File: src/verilog/status_id_pkg.sv
/*
 * Shared constants and types for the status and identity register block:
 * command framing bytes, register addresses, fault codes, reset values.
 * Assumes a byte-wide serial command path already deframed from the UART.
 */
`default_nettype none

package status_id_pkg;

    // command framing
    localparam logic [7:0] CMD_HEADER = 8'hFF;
    localparam logic [7:0] CMD_ESCAPE = 8'hFE;
    localparam logic [7:0] CMD_SIZE_LOW = 8'h02;
    localparam logic [7:0] CMD_SIZE_HIGH = 8'h03;
    localparam logic [7:0] ADDR_HIGH_BIT = 8'h80;
    localparam logic [7:0] RSP_ACK = 8'h06;
    localparam logic [7:0] RSP_NACK = 8'h15;
    localparam logic [1:0] RSP_LAST_IDX = 2'h2;

    // register addresses
    localparam logic [7:0] ADDR_PLATFORM_RELEASE = 8'h78;
    localparam logic [7:0] ADDR_FAULT_CODE = 8'h79;
    localparam logic [7:0] ADDR_LAST_PACKET_LEVEL = 8'h7B;
    localparam logic [7:0] ADDR_CHANNEL_LEVEL = 8'h7C;
    localparam logic [7:0] ADDR_FW_MAJOR = 8'hC0;
    localparam logic [7:0] ADDR_FW_MINOR = 8'hC1;
    localparam logic [7:0] ADDR_FW_INCREMENTAL = 8'hC2;
    localparam logic [7:0] ADDR_FW_SUFFIX = 8'hC3;
    localparam logic [7:0] ADDR_REFRESH_HIGH = 8'hC4;
    localparam logic [7:0] ADDR_REFRESH_LOW = 8'hC5;

    // fault codes
    localparam logic [7:0] FAULT_NONE = 8'h00;
    localparam logic [7:0] FAULT_SERIAL_OVERFLOW = 8'h08;
    localparam logic [7:0] FAULT_RADIO_OVERFLOW = 8'h09;
    localparam logic [7:0] FAULT_REGISTER_WRITE = 8'h13;
    localparam logic [7:0] FAULT_MISSING_ACK = 8'h20;
    localparam logic [7:0] FAULT_PAYLOAD_CRC = 8'h40;
    localparam logic [7:0] FAULT_HEADER_CRC = 8'h42;
    localparam logic [7:0] FAULT_SEQUENCE_MISMATCH = 8'h43;
    localparam logic [7:0] FAULT_FRAME_TYPE = 8'h44;

    // feature thresholds
    localparam logic [7:0] FW_DETAIL_MIN_RELEASE = 8'h20;
    localparam logic [7:0] CRYPTO_MIN_MAJOR = 8'h02;
    localparam logic [7:0] NV_WRITES_MIN = 8'h08;
    localparam logic [7:0] NV_WRITES_MAX = 8'h96;

    // reset values and timing
    localparam logic [7:0] RESET_LEVEL = 8'h80;
    localparam logic [15:0] RESET_REFRESH_COUNT = 16'h0000;
    localparam logic [7:0] AMBIENT_TIMEOUT_CYCLES = 8'hFF;

    typedef struct packed {
        logic valid;
        logic [7:0] data;
    } byte_beat_s;

    typedef struct packed {
        logic frame_type;
        logic sequence_mismatch;
        logic header_crc;
        logic payload_crc;
        logic missing_ack;
        logic register_write;
        logic radio_overflow;
        logic serial_overflow;
    } fault_events_s;

    typedef enum logic [2:0] {
        ST_IDLE = 3'b000,
        ST_SIZE = 3'b001,
        ST_ESCAPE = 3'b010,
        ST_ADDR = 3'b011,
        ST_DECODE = 3'b100,
        ST_MEASURE = 3'b101,
        ST_RESPOND = 3'b110
    } cmd_state_e;

endpackage

`default_nettype wire

File: src/verilog/status_identity_registers.sv
/*
 * Status and identity registers behind the serial read-command path:
 * platform release, fault code with notify line, signal levels,
 * firmware revision bytes and the non-volatile refresh counter.
 * Assumes received command bytes arrive deframed, one beat per cycle,
 * synchronous to clk_sys; a measurement the radio never answers ends in a NACK.
 */
`timescale 1ns/1ns
`default_nettype none

module status_identity_registers #(
    parameter logic [7:0] RELEASE_CODE = 8'h20, // platform release byte
    parameter logic [7:0] FW_MAJOR = 8'h02, // firmware major
    parameter logic [7:0] FW_MINOR = 8'h00, // firmware minor
    parameter logic [7:0] FW_INCREMENTAL = 8'h00, // firmware incremental
    parameter logic [7:0] FW_SUFFIX = 8'h00 // firmware suffix
) (
    input wire logic clk_sys, // system clock, 20 MHz
    input wire logic rst_b, // async reset, active low
    input wire status_id_pkg::byte_beat_s rx_byte, // command byte from host
    input wire logic tx_ready, // host accepts tx_byte
    output status_id_pkg::byte_beat_s tx_byte, // response byte to host
    input wire status_id_pkg::fault_events_s fault_events, // fault strobes
    output logic fault_notify_line, // pending fault indicator
    input wire logic pkt_delivered, // packet payload sent to host
    input wire logic [7:0] pkt_level, // level of that packet, dBm
    input wire logic [7:0] hop_channel, // active hop channel
    output logic ambient_req, // start ambient measurement
    output logic [7:0] ambient_channel, // channel to measure
    input wire logic ambient_valid, // measurement result ready
    input wire logic [7:0] ambient_level, // measured level, dBm
    input wire logic nv_write_done, // one non-volatile write done
    input wire logic [7:0] nv_write_limit, // writes allowed per refresh
    output logic nvm_refresh, // refresh cycle strobe
    output logic encryption_en // encryption feature present
);
    import status_id_pkg::*;

    cmd_state_e state_q, state_d;
    logic [1:0] esc_left_q, esc_left_d;
    logic high_addr_q, high_addr_d;
    logic [7:0] addr_q, addr_d;
    logic [7:0] value_q, value_d;
    logic ack_q, ack_d;
    logic [1:0] rsp_idx_q, rsp_idx_d;
    logic [7:0] wait_q, wait_d;
    byte_beat_s tx_q, tx_d;
    logic ambient_req_q;
    logic [7:0] ambient_channel_q;
    logic [7:0] fault_code_q, fault_code_d;
    logic notify_q, notify_d;
    logic [7:0] last_level_q;
    logic [15:0] refresh_count_q, refresh_count_d;
    logic [7:0] nv_writes_q, nv_writes_d;
    logic refresh_q;
    logic crypto_q;

    // address decode of the latched read address
    wire logic fw_detail_ok = RELEASE_CODE >= FW_DETAIL_MIN_RELEASE;
    wire logic hit_release = addr_q == ADDR_PLATFORM_RELEASE;
    wire logic hit_fault = addr_q == ADDR_FAULT_CODE;
    wire logic hit_last = addr_q == ADDR_LAST_PACKET_LEVEL;
    wire logic hit_ambient = addr_q == ADDR_CHANNEL_LEVEL;
    wire logic hit_fw_major = fw_detail_ok && (addr_q == ADDR_FW_MAJOR);
    wire logic hit_fw_minor = fw_detail_ok && (addr_q == ADDR_FW_MINOR);
    wire logic hit_fw_inc = fw_detail_ok && (addr_q == ADDR_FW_INCREMENTAL);
    wire logic hit_fw_suffix = fw_detail_ok && (addr_q == ADDR_FW_SUFFIX);
    wire logic hit_ref_high = addr_q == ADDR_REFRESH_HIGH;
    wire logic hit_ref_low = addr_q == ADDR_REFRESH_LOW;
    wire logic hit_fw = hit_fw_major | hit_fw_minor | hit_fw_inc | hit_fw_suffix;
    wire logic hit_any = hit_release | hit_fault | hit_last | hit_fw
                       | hit_ref_high | hit_ref_low;

    // read data mux; every path is side-effect free except the fault code clear on a fault code read
    wire logic [7:0] read_data =
        hit_release ? RELEASE_CODE :
        hit_fault ? fault_code_q :
        hit_last ? last_level_q :
        hit_fw_major ? FW_MAJOR :
        hit_fw_minor ? FW_MINOR :
        hit_fw_inc ? FW_INCREMENTAL :
        hit_fw_suffix ? FW_SUFFIX :
        hit_ref_high ? refresh_count_q[15:8] :
        hit_ref_low ? refresh_count_q[7:0] :
        8'h00;

    // framing helpers
    wire logic rx_header = rx_byte.valid && (rx_byte.data == CMD_HEADER);
    wire logic rx_escape = rx_byte.valid && (rx_byte.data == CMD_ESCAPE);
    wire logic decode_now = state_q == ST_DECODE;
    wire logic read_fault = decode_now && hit_fault;
    wire logic start_measure = decode_now && hit_ambient;
    wire logic tx_done = tx_q.valid && tx_ready;
    wire logic rsp_last = !ack_q || (rsp_idx_q == RSP_LAST_IDX);

    // response byte selected by position in the answer
    wire logic [7:0] rsp_byte =
        !ack_q ? RSP_NACK :
        (rsp_idx_q == 2'h0) ? RSP_ACK :
        (rsp_idx_q == 2'h1) ? addr_q :
        value_q;

    // command parser and responder; bytes arriving mid-answer are dropped,
    // the link is treated as half duplex
    always_comb begin
        state_d = state_q;
        esc_left_d = esc_left_q;
        high_addr_d = high_addr_q;
        addr_d = addr_q;
        value_d = value_q;
        ack_d = ack_q;
        rsp_idx_d = rsp_idx_q;
        wait_d = wait_q;
        tx_d = tx_q;
        unique case (state_q)
            ST_IDLE: begin
                if (rx_header) begin
                    state_d = ST_SIZE;
                end
            end
            ST_SIZE: begin
                if (rx_byte.valid) begin
                    if (rx_byte.data == CMD_SIZE_LOW) begin
                        esc_left_d = 2'h1;
                        high_addr_d = 1'b0;
                        state_d = ST_ESCAPE;
                    end else if (rx_byte.data == CMD_SIZE_HIGH) begin
                        // second escape lifts the address into the upper half
                        esc_left_d = 2'h2;
                        high_addr_d = 1'b1;
                        state_d = ST_ESCAPE;
                    end else if (!rx_header) begin
                        state_d = ST_IDLE;
                    end
                end
            end
            ST_ESCAPE: begin
                if (rx_escape) begin
                    esc_left_d = esc_left_q - 2'h1;
                    if (esc_left_q == 2'h1) begin
                        state_d = ST_ADDR;
                    end
                end else if (rx_header) begin
                    state_d = ST_SIZE; // resync on a fresh header
                end else if (rx_byte.valid) begin
                    state_d = ST_IDLE;
                end
            end
            ST_ADDR: begin
                if (rx_byte.valid) begin
                    addr_d = high_addr_q ? (rx_byte.data | ADDR_HIGH_BIT) : rx_byte.data;
                    state_d = ST_DECODE;
                end
            end
            ST_DECODE: begin
                rsp_idx_d = 2'h0;
                tx_d.valid = 1'b0;
                if (hit_ambient) begin
                    wait_d = AMBIENT_TIMEOUT_CYCLES;
                    state_d = ST_MEASURE;
                end else begin
                    value_d = read_data;
                    ack_d = hit_any;
                    state_d = ST_RESPOND;
                end
            end
            ST_MEASURE: begin
                // a silent radio would otherwise hang the command path
                wait_d = wait_q - 8'h01;
                if (ambient_valid) begin
                    value_d = ambient_level;
                    ack_d = 1'b1;
                    state_d = ST_RESPOND;
                end else if (wait_q == 8'h00) begin
                    ack_d = 1'b0;
                    state_d = ST_RESPOND;
                end
            end
            ST_RESPOND: begin
                if (!tx_q.valid) begin
                    tx_d.valid = 1'b1;
                    tx_d.data = rsp_byte;
                end else if (tx_done) begin
                    tx_d.valid = 1'b0;
                    rsp_idx_d = rsp_idx_q + 2'h1;
                    if (rsp_last) begin
                        state_d = ST_IDLE;
                    end
                end
            end
            default: begin
                state_d = ST_IDLE;
                tx_d.valid = 1'b0;
            end
        endcase
    end

    always_ff @(posedge clk_sys or negedge rst_b) begin
        if (!rst_b) begin
            state_q <= ST_IDLE;
            esc_left_q <= 2'h0;
            high_addr_q <= 1'b0;
            addr_q <= 8'h00;
            value_q <= 8'h00;
            ack_q <= 1'b0;
            rsp_idx_q <= 2'h0;
            wait_q <= 8'h00;
            tx_q <= '0;
        end else begin
            state_q <= state_d;
            esc_left_q <= esc_left_d;
            high_addr_q <= high_addr_d;
            addr_q <= addr_d;
            value_q <= value_d;
            ack_q <= ack_d;
            rsp_idx_q <= rsp_idx_d;
            wait_q <= wait_d;
            tx_q <= tx_d;
        end
    end

    // ambient request strobe samples the channel active at that moment
    always_ff @(posedge clk_sys or negedge rst_b) begin
        if (!rst_b) begin
            ambient_req_q <= 1'b0;
            ambient_channel_q <= 8'h00;
        end else begin
            ambient_req_q <= start_measure;
            if (start_measure) begin
                ambient_channel_q <= hop_channel;
            end
        end
    end

    // fault source priority: lowest code wins when several fire together
    wire logic fault_hit = |fault_events;
    wire logic [7:0] fault_new =
        fault_events.serial_overflow ? FAULT_SERIAL_OVERFLOW :
        fault_events.radio_overflow ? FAULT_RADIO_OVERFLOW :
        fault_events.register_write ? FAULT_REGISTER_WRITE :
        fault_events.missing_ack ? FAULT_MISSING_ACK :
        fault_events.payload_crc ? FAULT_PAYLOAD_CRC :
        fault_events.header_crc ? FAULT_HEADER_CRC :
        fault_events.sequence_mismatch ? FAULT_SEQUENCE_MISMATCH :
        FAULT_FRAME_TYPE;

    // a fault in the same cycle as the clearing read survives the clear
    assign fault_code_d = fault_hit ? fault_new :
                          read_fault ? FAULT_NONE :
                          fault_code_q;
    assign notify_d = fault_hit | (notify_q & ~read_fault);

    always_ff @(posedge clk_sys or negedge rst_b) begin
        if (!rst_b) begin
            fault_code_q <= FAULT_NONE;
            notify_q <= 1'b0;
        end else begin
            fault_code_q <= fault_code_d;
            notify_q <= notify_d;
        end
    end

    // last delivered packet level, overwritten on every delivery
    always_ff @(posedge clk_sys or negedge rst_b) begin
        if (!rst_b) begin
            last_level_q <= RESET_LEVEL;
        end else if (pkt_delivered) begin
            last_level_q <= pkt_level;
        end
    end

    // refresh budget clamped to the legal span of writes per refresh
    wire logic [7:0] nv_limit =
        (nv_write_limit < NV_WRITES_MIN) ? NV_WRITES_MIN :
        (nv_write_limit > NV_WRITES_MAX) ? NV_WRITES_MAX :
        nv_write_limit;
    wire logic [7:0] nv_writes_inc = nv_writes_q + 8'h01;
    wire logic refresh_due = nv_write_done && (nv_writes_inc >= nv_limit);

    // counter saturates rather than wrapping back to a misleading low count
    assign nv_writes_d = refresh_due ? 8'h00 : nv_write_done ? nv_writes_inc : nv_writes_q;
    assign refresh_count_d = (refresh_due && (refresh_count_q != 16'hFFFF)) ?
                             refresh_count_q + 16'h0001 : refresh_count_q;

    always_ff @(posedge clk_sys or negedge rst_b) begin
        if (!rst_b) begin
            nv_writes_q <= 8'h00;
            refresh_count_q <= RESET_REFRESH_COUNT;
            refresh_q <= 1'b0;
        end else begin
            nv_writes_q <= nv_writes_d;
            refresh_count_q <= refresh_count_d;
            refresh_q <= refresh_due;
        end
    end

    // feature flag registered so the output comes from a flip-flop
    always_ff @(posedge clk_sys or negedge rst_b) begin
        if (!rst_b) begin
            crypto_q <= 1'b0;
        end else begin
            crypto_q <= FW_MAJOR >= CRYPTO_MIN_MAJOR;
        end
    end

    assign tx_byte = tx_q;
    assign fault_notify_line = notify_q;
    assign ambient_req = ambient_req_q;
    assign ambient_channel = ambient_channel_q;
    assign nvm_refresh = refresh_q;
    assign encryption_en = crypto_q;

endmodule // status_identity_registers

`default_nettype wire
File: config.mk
export PLATFORM = sky130hd
export DESIGN_NAME = status_identity_registers
export DESIGN_NICKNAME = d
export VERILOG_FILES = /design/src/verilog/status_id_pkg.sv /design/src/verilog/status_identity_registers.sv
export SDC_FILE = /design/constraint.sdc
export NUM_CORES = 1
export LEC_CHECK = 0
export ABC_AREA = 1
export BUFFER_PORTS_ARGS = -buffer_cell sky130_fd_sc_hd__buf_4
export CORE_MARGIN = 3
export CORE_UTILIZATION = 45
export CTS_CLUSTER_DIAMETER = 30
export DETAILED_ROUTE_END_ITERATION = 6
export MAX_ROUTING_LAYER = met4
export PLACE_DENSITY = 0.65
export REMOVE_ABC_BUFFERS = 1
export SLEW_MARGIN = 15
export SYNTH_ARGS = -nofsm -noshare
export SYNTH_HDL_FRONTEND = slang
export SYNTH_SLANG_ARGS = --single-unit
File: constraint.sdc
create_clock -name clk_sys -period 6.86 [get_ports clk_sys]
set_clock_uncertainty 0.05 [all_clocks]
set_input_delay 0.343 -clock clk_sys [delete_from_list [all_inputs] [get_ports clk_sys]]
set_output_delay 0.343 -clock clk_sys [all_outputs]
set_load 0.01 [all_outputs]
==> metrics.yaml, run 1 <==
hold_path:
  hp-start: "fault_events[0]"
  hold_path.class: "input port to flip-flop"
  hold_end: "fault_code_q[5]$_DFFE_PN0P_"
  hold_depth: 2
synthesis:
  yosysWarnings: 0
  syn-cell-area_sq_um: 5471
  synth-main-ff-cell: "dfrtp_1"
  synthTopCellsByArea: "dfrtp_1, nand2_1, o21ai_0"
  yosysMostFrequentCell: "nand2_1"
  synth_top_area_share_pct: 42.08
  ys_ff_latch: 93
  ys_types: 47
  ys_seq_area_share_pct: 42.56
  async_flop_share_pct: 100.0
  synth_cells: 733
  synth_common_cells: "nand2_1, dfrtp_1, inv_1"
  yosys.area.top_type: "dfrtp_1"
  synth-edff-count: 0
  avgSynthCellArea_sq_um: 7.465
power_and_ir_drop:
  power_w: 0.001818
  worst_ir_drop_vdd_v: 0.0001265
  p_leak_nw: 3.267
  power_density_nw_per_um2: 283.4
detailed_routing:
  drc: 0
  totalWireLength_um: 12770
  wl_per_cell_um: 13.41
  drt_iter0_markers: 226
  first_pass_iters: 5
  avgViaCountPerCell: 5.208
  postRouteAntennaNets: 0
  routed-via-count: 4958
floorplan:
  core.rowCount: 39
  start_util_pct: 46.92
  die_area_sq_um: 13520
  coreArea_sq_um: 11660
  io-pin-count: 76
  die_x_um: 116.3
  die_h_um: 116.3
run_status:
  status: "finished, final reports clean"
global_routing:
  antenna_found_initial: 0
  grt-ovfl-total: 0
  use_met3_pct: 4.508
  grt_max_degree: 74
  grt_first_pass_wirelength_um: 21500
  grt_pass1_vias: 4615
  use_met1_pct: 28.65
  grt_usage_pct: 20.55
  grt_most_used_layer: "met2"
  use_met2_pct: 30.59
clock_network:
  cts.sinks: 93
  clock-root-buffer: "clkbuf_16"
  path_clk_slew_ns: 0.06
  post_cts_resized: 0
  post_cts_buffers: 0
  ctsHoldBuffers: 1
  clockBufferDepth: 2
  cts_tree: "yes"
  cts_buffers: 9
  htreeDepth: 3
  clk_latency_ns: 0.35
place:
  dp_hpwl_um: 9615
  gp_congestion: 0.8422
  dp_slack_ns: 3.551
  port_buffers: 75
setup_path:
  r2r_slack_ns: 3.55
  critPathRequiredTime_ns: 7.05
  worstPathMaxFanout: 20
  path_class: "flip-flop to flip-flop"
  r2r_end: "refresh_count_q[0]$_DFFE_PN0P_"
  end_kind: "flip-flop"
  timing.rr.start: "nv_writes_q[0]$_DFFE_PN0P_"
  worstRegToRegCells: 12
  crit_arrival_ns: 3.50
  setup.worst_path.start_class: "flip-flop"
run:
  cap_violations: 0
sta:
  hold_viol_final: 0
  slew_viol_final: 0
  worst_pin_slew_ns: 0.9241
  finalCritPeriodShare_pct: 48.29
  fmax_mhz: 301.9
  min_period_ns: 3.312
  fin_setup_tns_ns: 0
  setup_slack_ns: 3.548
  relSlewSlack_pct: 38.39
  rsz0062_at_grt: "no"
  setup_violations: 0
cells_and_area:
  drive_gt1_share_pct: 15.08
  diodes: 0
  fin_nets: 875
  areaGrowthSynthToFinish_pct: 17.26
==> area by class of cell <==
| class | count | area [sq um] |
|---|---|---|
| clock buffers | 11 | 252.7 |
| well taps | 143 | 178.9 |
| repair buffers | 77 | 580.6 |
| multi-input cells | 533 | 2703 |
| flip-flops and latches | 93 | 2328 |
| clock inverters | 5 | 35.03 |
| fillers | 1119 | 5246 |
| inverters | 90 | 337.8 |
==> worst max-delay path, cell delays in order, from the launching register on <==
cell and delay [ns]:
dfrtp_1 0.42, nand3_1 0.15, nor3_1 0.31, nand4_1 0.16, and2_1 0.20, ha_1 0.29, nand2_1 0.07, nor2_1 0.14
nand4_1 0.12, nand3_1 0.59, nand3_2 0.46, nand2_1 0.18, nand2_1 0.06
==> per-layer routing <==
layer | vias to the layer above | routed length, um
li1 | 2538 | -
met1 | 2287 | 6412
met2 | 120 | 5543
met3 | 13 | 667
met4 | 0 | 146
met5 | - | 0
==> stage by stage <==
| step | area, sq um | util, % | std cells | hold slack [ns] |
|---|---|---|---|---|
| floorplan | 5369 | - | 716 | -0.002591 |
| detailed placement | 6118 | 52.46 | 935 | 0.1906 |
| global placement | 6118 | 52.46 | 935 | 0.1903 |
| finish | 6416 | 55.02 | 952 | 0.1267 |
| CTS | 6416 | 55.02 | 952 | 0.1124 |
| global route | 6416 | 55.02 | 952 | 0.1286 |
==> layout by cell type (no fill, tap or decap), types with 3 or more instances in the layout <==
cell type / n
a21oi_2: 3
a21oi_1: 28
o211ai_1: 3
nor2_2: 7
ha_1: 16
nand2_1: 204
nand4_1: 31
nor2_1: 65
inv_2: 4
dfrtp_1: 92
clkbuf_16: 9
o22ai_1: 3
nand3_1: 53
buf_4: 76
xor2_1: 9
nor2_4: 3
inv_1: 84
nor3_1: 10
xnor2_1: 4
o21ai_0: 64
==> registers in the layout, indices dropped and copies added (netlist names) <==
signal / flops
ack_q: 1
addr_q: 8
ambient_channel: 8
ambient_req: 1
encryption_en: 1
esc_left_q: 2
fault_code_q: 7
fault_notify_line: 1
high_addr_q: 1
last_level_q: 8
nv_writes_q: 8
nvm_refresh: 1
refresh_count_q: 16
rsp_idx_q: 2
state_q: 3
tx_byte: 9
value_q: 8
wait_q: 8
==> report_power, final <==
group	switching [W]	total (W)	internal (W)
Sequential	0.000107	0.000769	0.000662
Clock	0.000216	0.000482	0.000265
Combinational	0.000360	0.000568	0.000207
==> how the worst max path moves through the flow <==
stage,slack [ns],end,from
final,3.55,refresh_count_q[0]$_DFFE_PN0P_,nv_writes_q[0]$_DFFE_PN0P_
after global routing,3.21,refresh_count_q[15]$_DFFE_PN0P_,nv_writes_q[0]$_DFFE_PN0P_
after CTS,3.55,refresh_count_q[0]$_DFFE_PN0P_,nv_writes_q[0]$_DFFE_PN0P_
after detailed placement,3.55,refresh_count_q[0]$_DFFE_PN0P_,nv_writes_q[0]$_DFFE_PN0P_
after global placement,3.67,refresh_count_q[9]$_DFFE_PN0P_,nv_writes_q[0]$_DFFE_PN0P_
after floorplan,4.19,refresh_count_q[15]$_DFFE_PN0P_,nv_writes_q[0]$_DFFE_PN0P_
==> logic make-up after synthesis <==
kind of cell / count (synthesis) / share of synthesized area (%)
XOR/XNOR: 13 / 2.081
flip-flops: 93 / 42.56
buffers and inverters: 107 / 8.049
AO/OA/AOI/OAI: 114 / 11.37
other: 1 / 0.06854
adder cells (fa/ha/maj): 16 / 3.659
AND/OR/NAND/NOR: 389 / 32.22
Power figures use the tool's default switching activity.
==> inputs of run 2 (changes only) <==
--- a/config.mk
+++ b/config.mk
@@ -5,14 +5,14 @@
 export SDC_FILE = /design/constraint.sdc
 export NUM_CORES = 1
 export LEC_CHECK = 0
-export ABC_AREA = 1
+export ABC_AREA = 0
 export BUFFER_PORTS_ARGS = -buffer_cell sky130_fd_sc_hd__buf_4
 export CORE_MARGIN = 3
 export CORE_UTILIZATION = 45
 export CTS_CLUSTER_DIAMETER = 30
 export DETAILED_ROUTE_END_ITERATION = 6
 export MAX_ROUTING_LAYER = met4
-export PLACE_DENSITY = 0.65
+export PLACE_DENSITY = 0.68
 export REMOVE_ABC_BUFFERS = 1
 export SLEW_MARGIN = 15
 export SYNTH_ARGS = -nofsm -noshare
==> constraint.sdc (replaced) <==
create_clock -name clk_sys -period 2.9 [get_ports clk_sys]
set_clock_uncertainty 0.05 [all_clocks]
set_input_delay 0.145 -clock clk_sys [delete_from_list [all_inputs] [get_ports clk_sys]]
set_output_delay 0.145 -clock clk_sys [all_outputs]
set_load 0.01 [all_outputs]
==> run 2 against run 1 <==
Non-clock buffer count grew 35. Area after synthesis down 8.7%. Power up 140%. Via count shrank 16%. Synthesized cell count down 31%. Critical path depth decreased by 3. Count of clock-buffer cells in the layout unchanged. Combinational power rose to 2.7 times the previous value. Fmax grew 18%. Flip-flop and latch count unchanged. Global-route usage shrank 0.53 points. Routed wire length down 6.7%. Critical endpoint is now refresh_count_q[4]$_DFFE_PN0P_. Largest cell class unchanged. Largest power group unchanged. Highest routed layer unchanged.
==> metrics.yaml, run 2 <==
run_status:
  status: "finished, final reports clean"
synthesis:
  async_flop_share_pct: 100.0
  yosys.area.top_type: "dfrtp_1"
  yosysWarnings: 0
  synth_common_cells: "dfrtp_1, nand2_1, o21ai_0"
  synthTopCellsByArea: "dfrtp_1, mux2_2, nand2_1"
  ys_seq_area_share_pct: 46.61
  ys_types: 67
  synth_cells: 507
  synthAdderAreaFrac_pct: 4.007
  synth_top_family_by_area: "simple AND/OR/NAND/NOR gates"
  synth_mux_area_share_pct: 8.390
  ys_ff_latch: 93
  yosysMostFrequentCell: "dfrtp_1"
  synth_compound_area_share_pct: 15.08
  synthXorXnorAreaFrac_pct: 3.681
  syn-cell-area_sq_um: 4996
  synth_top_area_share_pct: 46.08
  synth-edff-count: 0
  avgSynthCellArea_sq_um: 9.854
  synthSimpleGateAreaFrac_pct: 19.03
  synth-main-ff-cell: "dfrtp_1"
hold_path:
  hold_end: "high_addr_q$_DFFE_PN0P_"
  hold_depth: 2
  hold_path.class: "input port to flip-flop"
  hp-start: "rx_byte[0]"
sta:
  holdWs_ns: 0.02532
  worst_pin_slew_ns: 0.6476
  hold_viol_final: 0
  fmax_mhz: 357.4
  slew_viol_final: 0
  relSlewSlack_pct: 56.69
  min_period_ns: 2.798
  setup_slack_ns: 0.1020
  setup_violations: 0
  finalCritPeriodShare_pct: 96.48
place:
  dp_slack_ns: -0.03580
  port_buffers: 75
  dp_hpwl_um: 8597
  dp_cells: 706
  gp_congestion: 0.8869
power_and_ir_drop:
  worst_ir_drop_vdd_v: 0.0002958
  p_leak_nw: 2.807
  power_density_nw_per_um2: 700.7
  power_w: 0.004368
floorplan:
  core.rowCount: 37
  start_util_pct: 47.33
  die_area_sq_um: 12400
  coreArea_sq_um: 10560
  die_x_um: 111.4
  io-pin-count: 76
  die_h_um: 111.4
global_routing:
  grt_most_used_layer: "met2"
  grt-ovfl-total: 0
  grt_first_pass_wirelength_um: 19950
  grt_usage_pct: 20.01
  use_met3_pct: 2.826
  antenna_found_initial: 0
  grt_max_degree: 55
  use_met1_pct: 28.63
  grt_pass1_vias: 4081
  use_met2_pct: 29.23
setup_path:
  timing.rr.start: "nv_writes_q[0]$_DFFE_PN0P_"
  worstRegToRegCells: 9
  path_class: "flip-flop to flip-flop"
  r2r_slack_ns: 0.10
  worstPathMaxFanout: 8
  end_kind: "flip-flop"
  crit_arrival_ns: 3.00
  crit_start: "nv_writes_q[0]$_DFFE_PN0P_"
  setup.worst_path.start_class: "flip-flop"
  r2r_end: "refresh_count_q[4]$_DFFE_PN0P_"
  critPathRequiredTime_ns: 3.10
detailed_routing:
  first_pass_iters: 4
  avgViaCountPerCell: 5.506
  drc: 0
  routed-via-count: 4157
  wl_per_cell_um: 15.79
  drt_iter0_markers: 247
  totalWireLength_um: 11920
  postRouteAntennaNets: 0
clock_network:
  cts_buffers: 9
  clockBufferDepth: 2
  cts_tree: "yes"
  htreeDepth: 3
  cts.sinks: 93
  path_clk_slew_ns: 0.09
  clk_latency_ns: 0.36
  clock-root-buffer: "clkbuf_8"
cells_and_area:
  stdcell_count: 755
  layout_commonest_cell: "dfrtp_1"
  multi_input_area_sq_um: 2529
  fillers: 917
  largest_register: "refresh_count_q"
  drive_gt1_share_pct: 23.10
  fin_nets: 685
  largest_reg_flops: 16
  regArea_sq_um: 2328
  areaGrowthSynthToFinish_pct: 24.77
  diodes: 0
  layout_common_cells: "dfrtp_1, buf_4, nand2_1"
run:
  cap_violations: 0
==> run 2: kinds of logic after synthesis <==
group / after synthesis
compound gates: 116
xor+xnor: 21
fa+ha+maj: 16
buf+inv: 35
flops: 93
mux: 38
other cells: 1
simple gates: 187
==> run 2: worst max-delay path by stage <==
stage | slack, ns | cells past startpoint | end
final | 0.10 | 9 | refresh_count_q[4]$_DFFE_PN0P_
after global routing | -0.03 | 9 | refresh_count_q[15]$_DFFE_PN0P_
after CTS | 0.05 | 9 | refresh_count_q[14]$_DFFE_PN0P_
after detailed placement | -0.04 | 11 | nv_writes_q[2]$_DFFE_PN0P_
after global placement | 0.08 | 11 | nv_writes_q[2]$_DFFE_PN0P_
after floorplan | 0.34 | 9 | refresh_count_q[1]$_DFFE_PN0P_
==> run 2: report_power, final <==
part | internal [W] | switching, W | total (W) | leakage (nW)
combinational | 0.000684 | 0.000839 | 0.00152 | 1.52
clock | 0.000422 | 0.000456 | 0.000879 | 0.0878
sequential | 0.00160 | 0.000371 | 0.00197 | 1.20
total | 0.00270 | 0.00167 | 0.00437 | 2.81
==> run 2: metrics by stage <==
step / util [%] / cell area [sq um] / TNS, ns
floorplan: - / 4911 / 0
global placement: 53.88 / 5687 / 0
detailed placement: 53.88 / 5687 / -0.06362
CTS: 58.82 / 6208 / 0
global route: 59.06 / 6233 / -0.02597
finish: 59.06 / 6233 / 0
==> run 2: final cells by class <==
type,count,share of cell area (%)
sequential,93,37.35
tap,136,2.730
timing repair buffer,112,14.97
inverter,19,1.144
clock buffer,11,2.268
multi-input combinational,379,40.57
clock inverter,5,0.9635
==> run 2: metal layers <==
layer  share of wire (%)  vias to the layer above
met5                   0                        -
met4                 2.2                        0
met3                 3.6                       15
met2                  46                      104
met1                  49                     1997
li1                    -                     2041
==> run 2: repair_timing <==
item                       4_1_cts  5_1_grt
hold buffers                    32        0
setup endpoints to repair        0        7
setup buffers                    0        1
gates resized for setup          0        4
hold endpoints to repair        71        0
==> run 2: worst max-delay path, stage by stage (launching register included) <==
cell and delay, ns:
dfrtp_1 0.46, ha_1 0.29, and3_1 0.22, xor2_1 0.17
ha_1 0.32, o2111ai_1 0.15, o221ai_2 0.37, nand2_2 0.18
or3_1 0.35, xnor2_1 0.13
==> inputs of run 3 (changes only) <==
--- a/config.mk
+++ b/config.mk
@@ -8,11 +8,11 @@
 export ABC_AREA = 0
 export BUFFER_PORTS_ARGS = -buffer_cell sky130_fd_sc_hd__buf_4
 export CORE_MARGIN = 3
-export CORE_UTILIZATION = 45
+export CORE_UTILIZATION = 52
 export CTS_CLUSTER_DIAMETER = 30
 export DETAILED_ROUTE_END_ITERATION = 6
 export MAX_ROUTING_LAYER = met4
-export PLACE_DENSITY = 0.68
+export PLACE_DENSITY = 0.77
 export REMOVE_ABC_BUFFERS = 1
 export SLEW_MARGIN = 15
 export SYNTH_ARGS = -nofsm -noshare
==> run 3 against run 2 <==
Flip-flop and latch count did not move. Combinational power about the same. Core utilization up 8.1 points. Register-to-register slack better by 0.06 ns. First-iteration DRC count grew 2.0%. Die area fell by 13%. Sequential power is essentially flat. Worst hold slack better by 0.0039 ns. Largest cell class unchanged. Highest routed layer unchanged.
==> metrics.yaml, run 3 (synthesized netlist as in run 2, its figures left out) <==
clock_network:
  clk_latency_ns: 0.36
  htreeDepth: 3
  path_clk_slew_ns: 0.10
  cts.sinks: 93
  clockBufferDepth: 2
  clock-root-buffer: "clkbuf_8"
  cts_tree: "yes"
  cts_buffers: 9
setup_path:
  slowest_stage: "dfrtp_1"
  r2r_slack_ns: 0.16
  critPathRequiredTime_ns: 3.10
  worstRegToRegCells: 9
  critPathBufInv: 0
  worstPathMaxFanout: 7
  setup.worst_path.start_class: "flip-flop"
  crit_start: "nv_writes_q[0]$_DFFE_PN0P_"
  cpMostUsedCell: "ha_1"
  path_class: "flip-flop to flip-flop"
  cp_top_family: "simple AND/OR/NAND/NOR gates"
  endpoint: "refresh_count_q[4]$_DFFE_PN0P_"
  r2r_end: "refresh_count_q[4]$_DFFE_PN0P_"
  cpPeakStageDelay_ns: 0.45
  timing.rr.start: "nv_writes_q[0]$_DFFE_PN0P_"
  cp_cell_sequence: "ha_1 > and3_1 > xor2_1 > ha_1 > o2111ai_1 > o221ai_2 > nand2_2 > or3_1 > xnor2_1"
  worst-path-stages: 9
  end_kind: "flip-flop"
  crit_arrival_ns: 2.94
sta:
  holdWs_ns: 0.02920
  fin_setup_tns_ns: 0
  min_period_ns: 2.742
  finalCritPeriodShare_pct: 94.57
  relSlewSlack_pct: 55.38
  setup_slack_ns: 0.1575
  worst_pin_slew_ns: 0.6692
  setup_violations: 0
  slew_viol_final: 0
  hold_viol_final: 0
  fmax_mhz: 364.6
run:
  cap_violations: 0
global_routing:
  grt-ovfl-total: 0
  grt_first_pass_wirelength_um: 19790
  antenna_found_initial: 0
  grt_usage_pct: 22.89
  grt_pass1_vias: 4141
  grt_max_degree: 52
hold_path:
  hold_path.class: "input port to flip-flop"
  hold_depth: 2
place:
  port_buffers: 75
  gp_congestion: 0.8801
  dpl_cell_area_sq_um: 5680
  dp_slack_ns: 0.01290
  dp_hpwl_um: 8543
floorplan:
  die_h_um: 104.0
  start_util_pct: 53.81
  coreArea_sq_um: 9284
  die_x_um: 104.0
  core.rowCount: 35
  die_area_sq_um: 10820
  io-pin-count: 76
detailed_routing:
  avgViaCountPerCell: 5.599
  routed-via-count: 4199
  drt_iter0_markers: 252
  totalWireLength_um: 11630
  wl_per_cell_um: 15.50
  postRouteAntennaNets: 0
  drc: 0
  first_pass_iters: 6
run_status:
  status: "finished, final reports clean"
cells_and_area:
  drive_gt1_share_pct: 23.03
  layout_common_cells: "dfrtp_1, buf_4, nand2_1"
  largest_reg_flops: 16
  diodes: 0
  fin_nets: 687
  fin_util_pct: 67.12
  regArea_sq_um: 2328
  largest_register: "refresh_count_q"
  final_cell_area_sq_um: 6231
  multi_input_area_sq_um: 2511
  fillers: 761
  layout_commonest_cell: "dfrtp_1"
  areaGrowthSynthToFinish_pct: 24.72
power_and_ir_drop:
  worst_ir_drop_vdd_v: 0.0002851
  power_density_nw_per_um2: 715.3
  p_leak_nw: 2.824
## run 3: area by class of cell
class,instances,share of cell area [%]
inverter,19,1.145
sequential,93,37.37
multi-input combinational,379,40.30
tap,129,2.590
clock inverter,7,1.586
clock buffer,9,1.988
timing repair buffer,114,15.02
## run 3: how the worst min path moves through the flow
stage	start	end
floorplan	rst_b	ack_q$_DFFE_PN0P_
global placement	rst_b	tx_byte[8]$_DFFE_PN0N_
detailed placement	rst_b	tx_byte[8]$_DFFE_PN0N_
CTS	rx_byte[0]	high_addr_q$_DFFE_PN0P_
global route	rx_byte[0]	high_addr_q$_DFFE_PN0P_
finish	rx_byte[0]	high_addr_q$_DFFE_PN0P_
## run 3: repair_timing
action                     4_1_cts  5_1_grt
resized for setup                0        1
hold endpoints to repair        81        0
hold buffers                    32        0
setup endpoints to repair        0        7
buffers inserted                 0        1
## run 3: power by group
| group | leakage, nW | switching (W) | internal (W) |
|---|---|---|---|
| registers | 1.20 | 0.000365 | 0.00160 |
| logic | 1.52 | 0.000837 | 0.000695 |
| clock network | 0.110 | 0.000475 | 0.000490 |
| total | 2.82 | 0.00168 | 0.00278 |
## run 3: per-layer routing
| metal | routed length (um) | GRT usage (%) | vias to the layer above |
|---|---|---|---|
| met1 | 5297 | 31.57 | 1994 |
| met5 | 0 | - | - |
| met3 | 673 | 4.097 | 14 |
| met4 | 156 | 6.268 | 0 |
| li1 | - | - | 2038 |
| met2 | 5498 | 35.19 | 153 |
## run 3: through the flow
stage / std cells / power [W]
finish: 750 / 0.004457
global route: 750 / 0.004785
CTS: 749 / 0.004455
detailed placement: 701 / 0.003446
global placement: 701 / 0.003366
floorplan: 491 / 0.002908
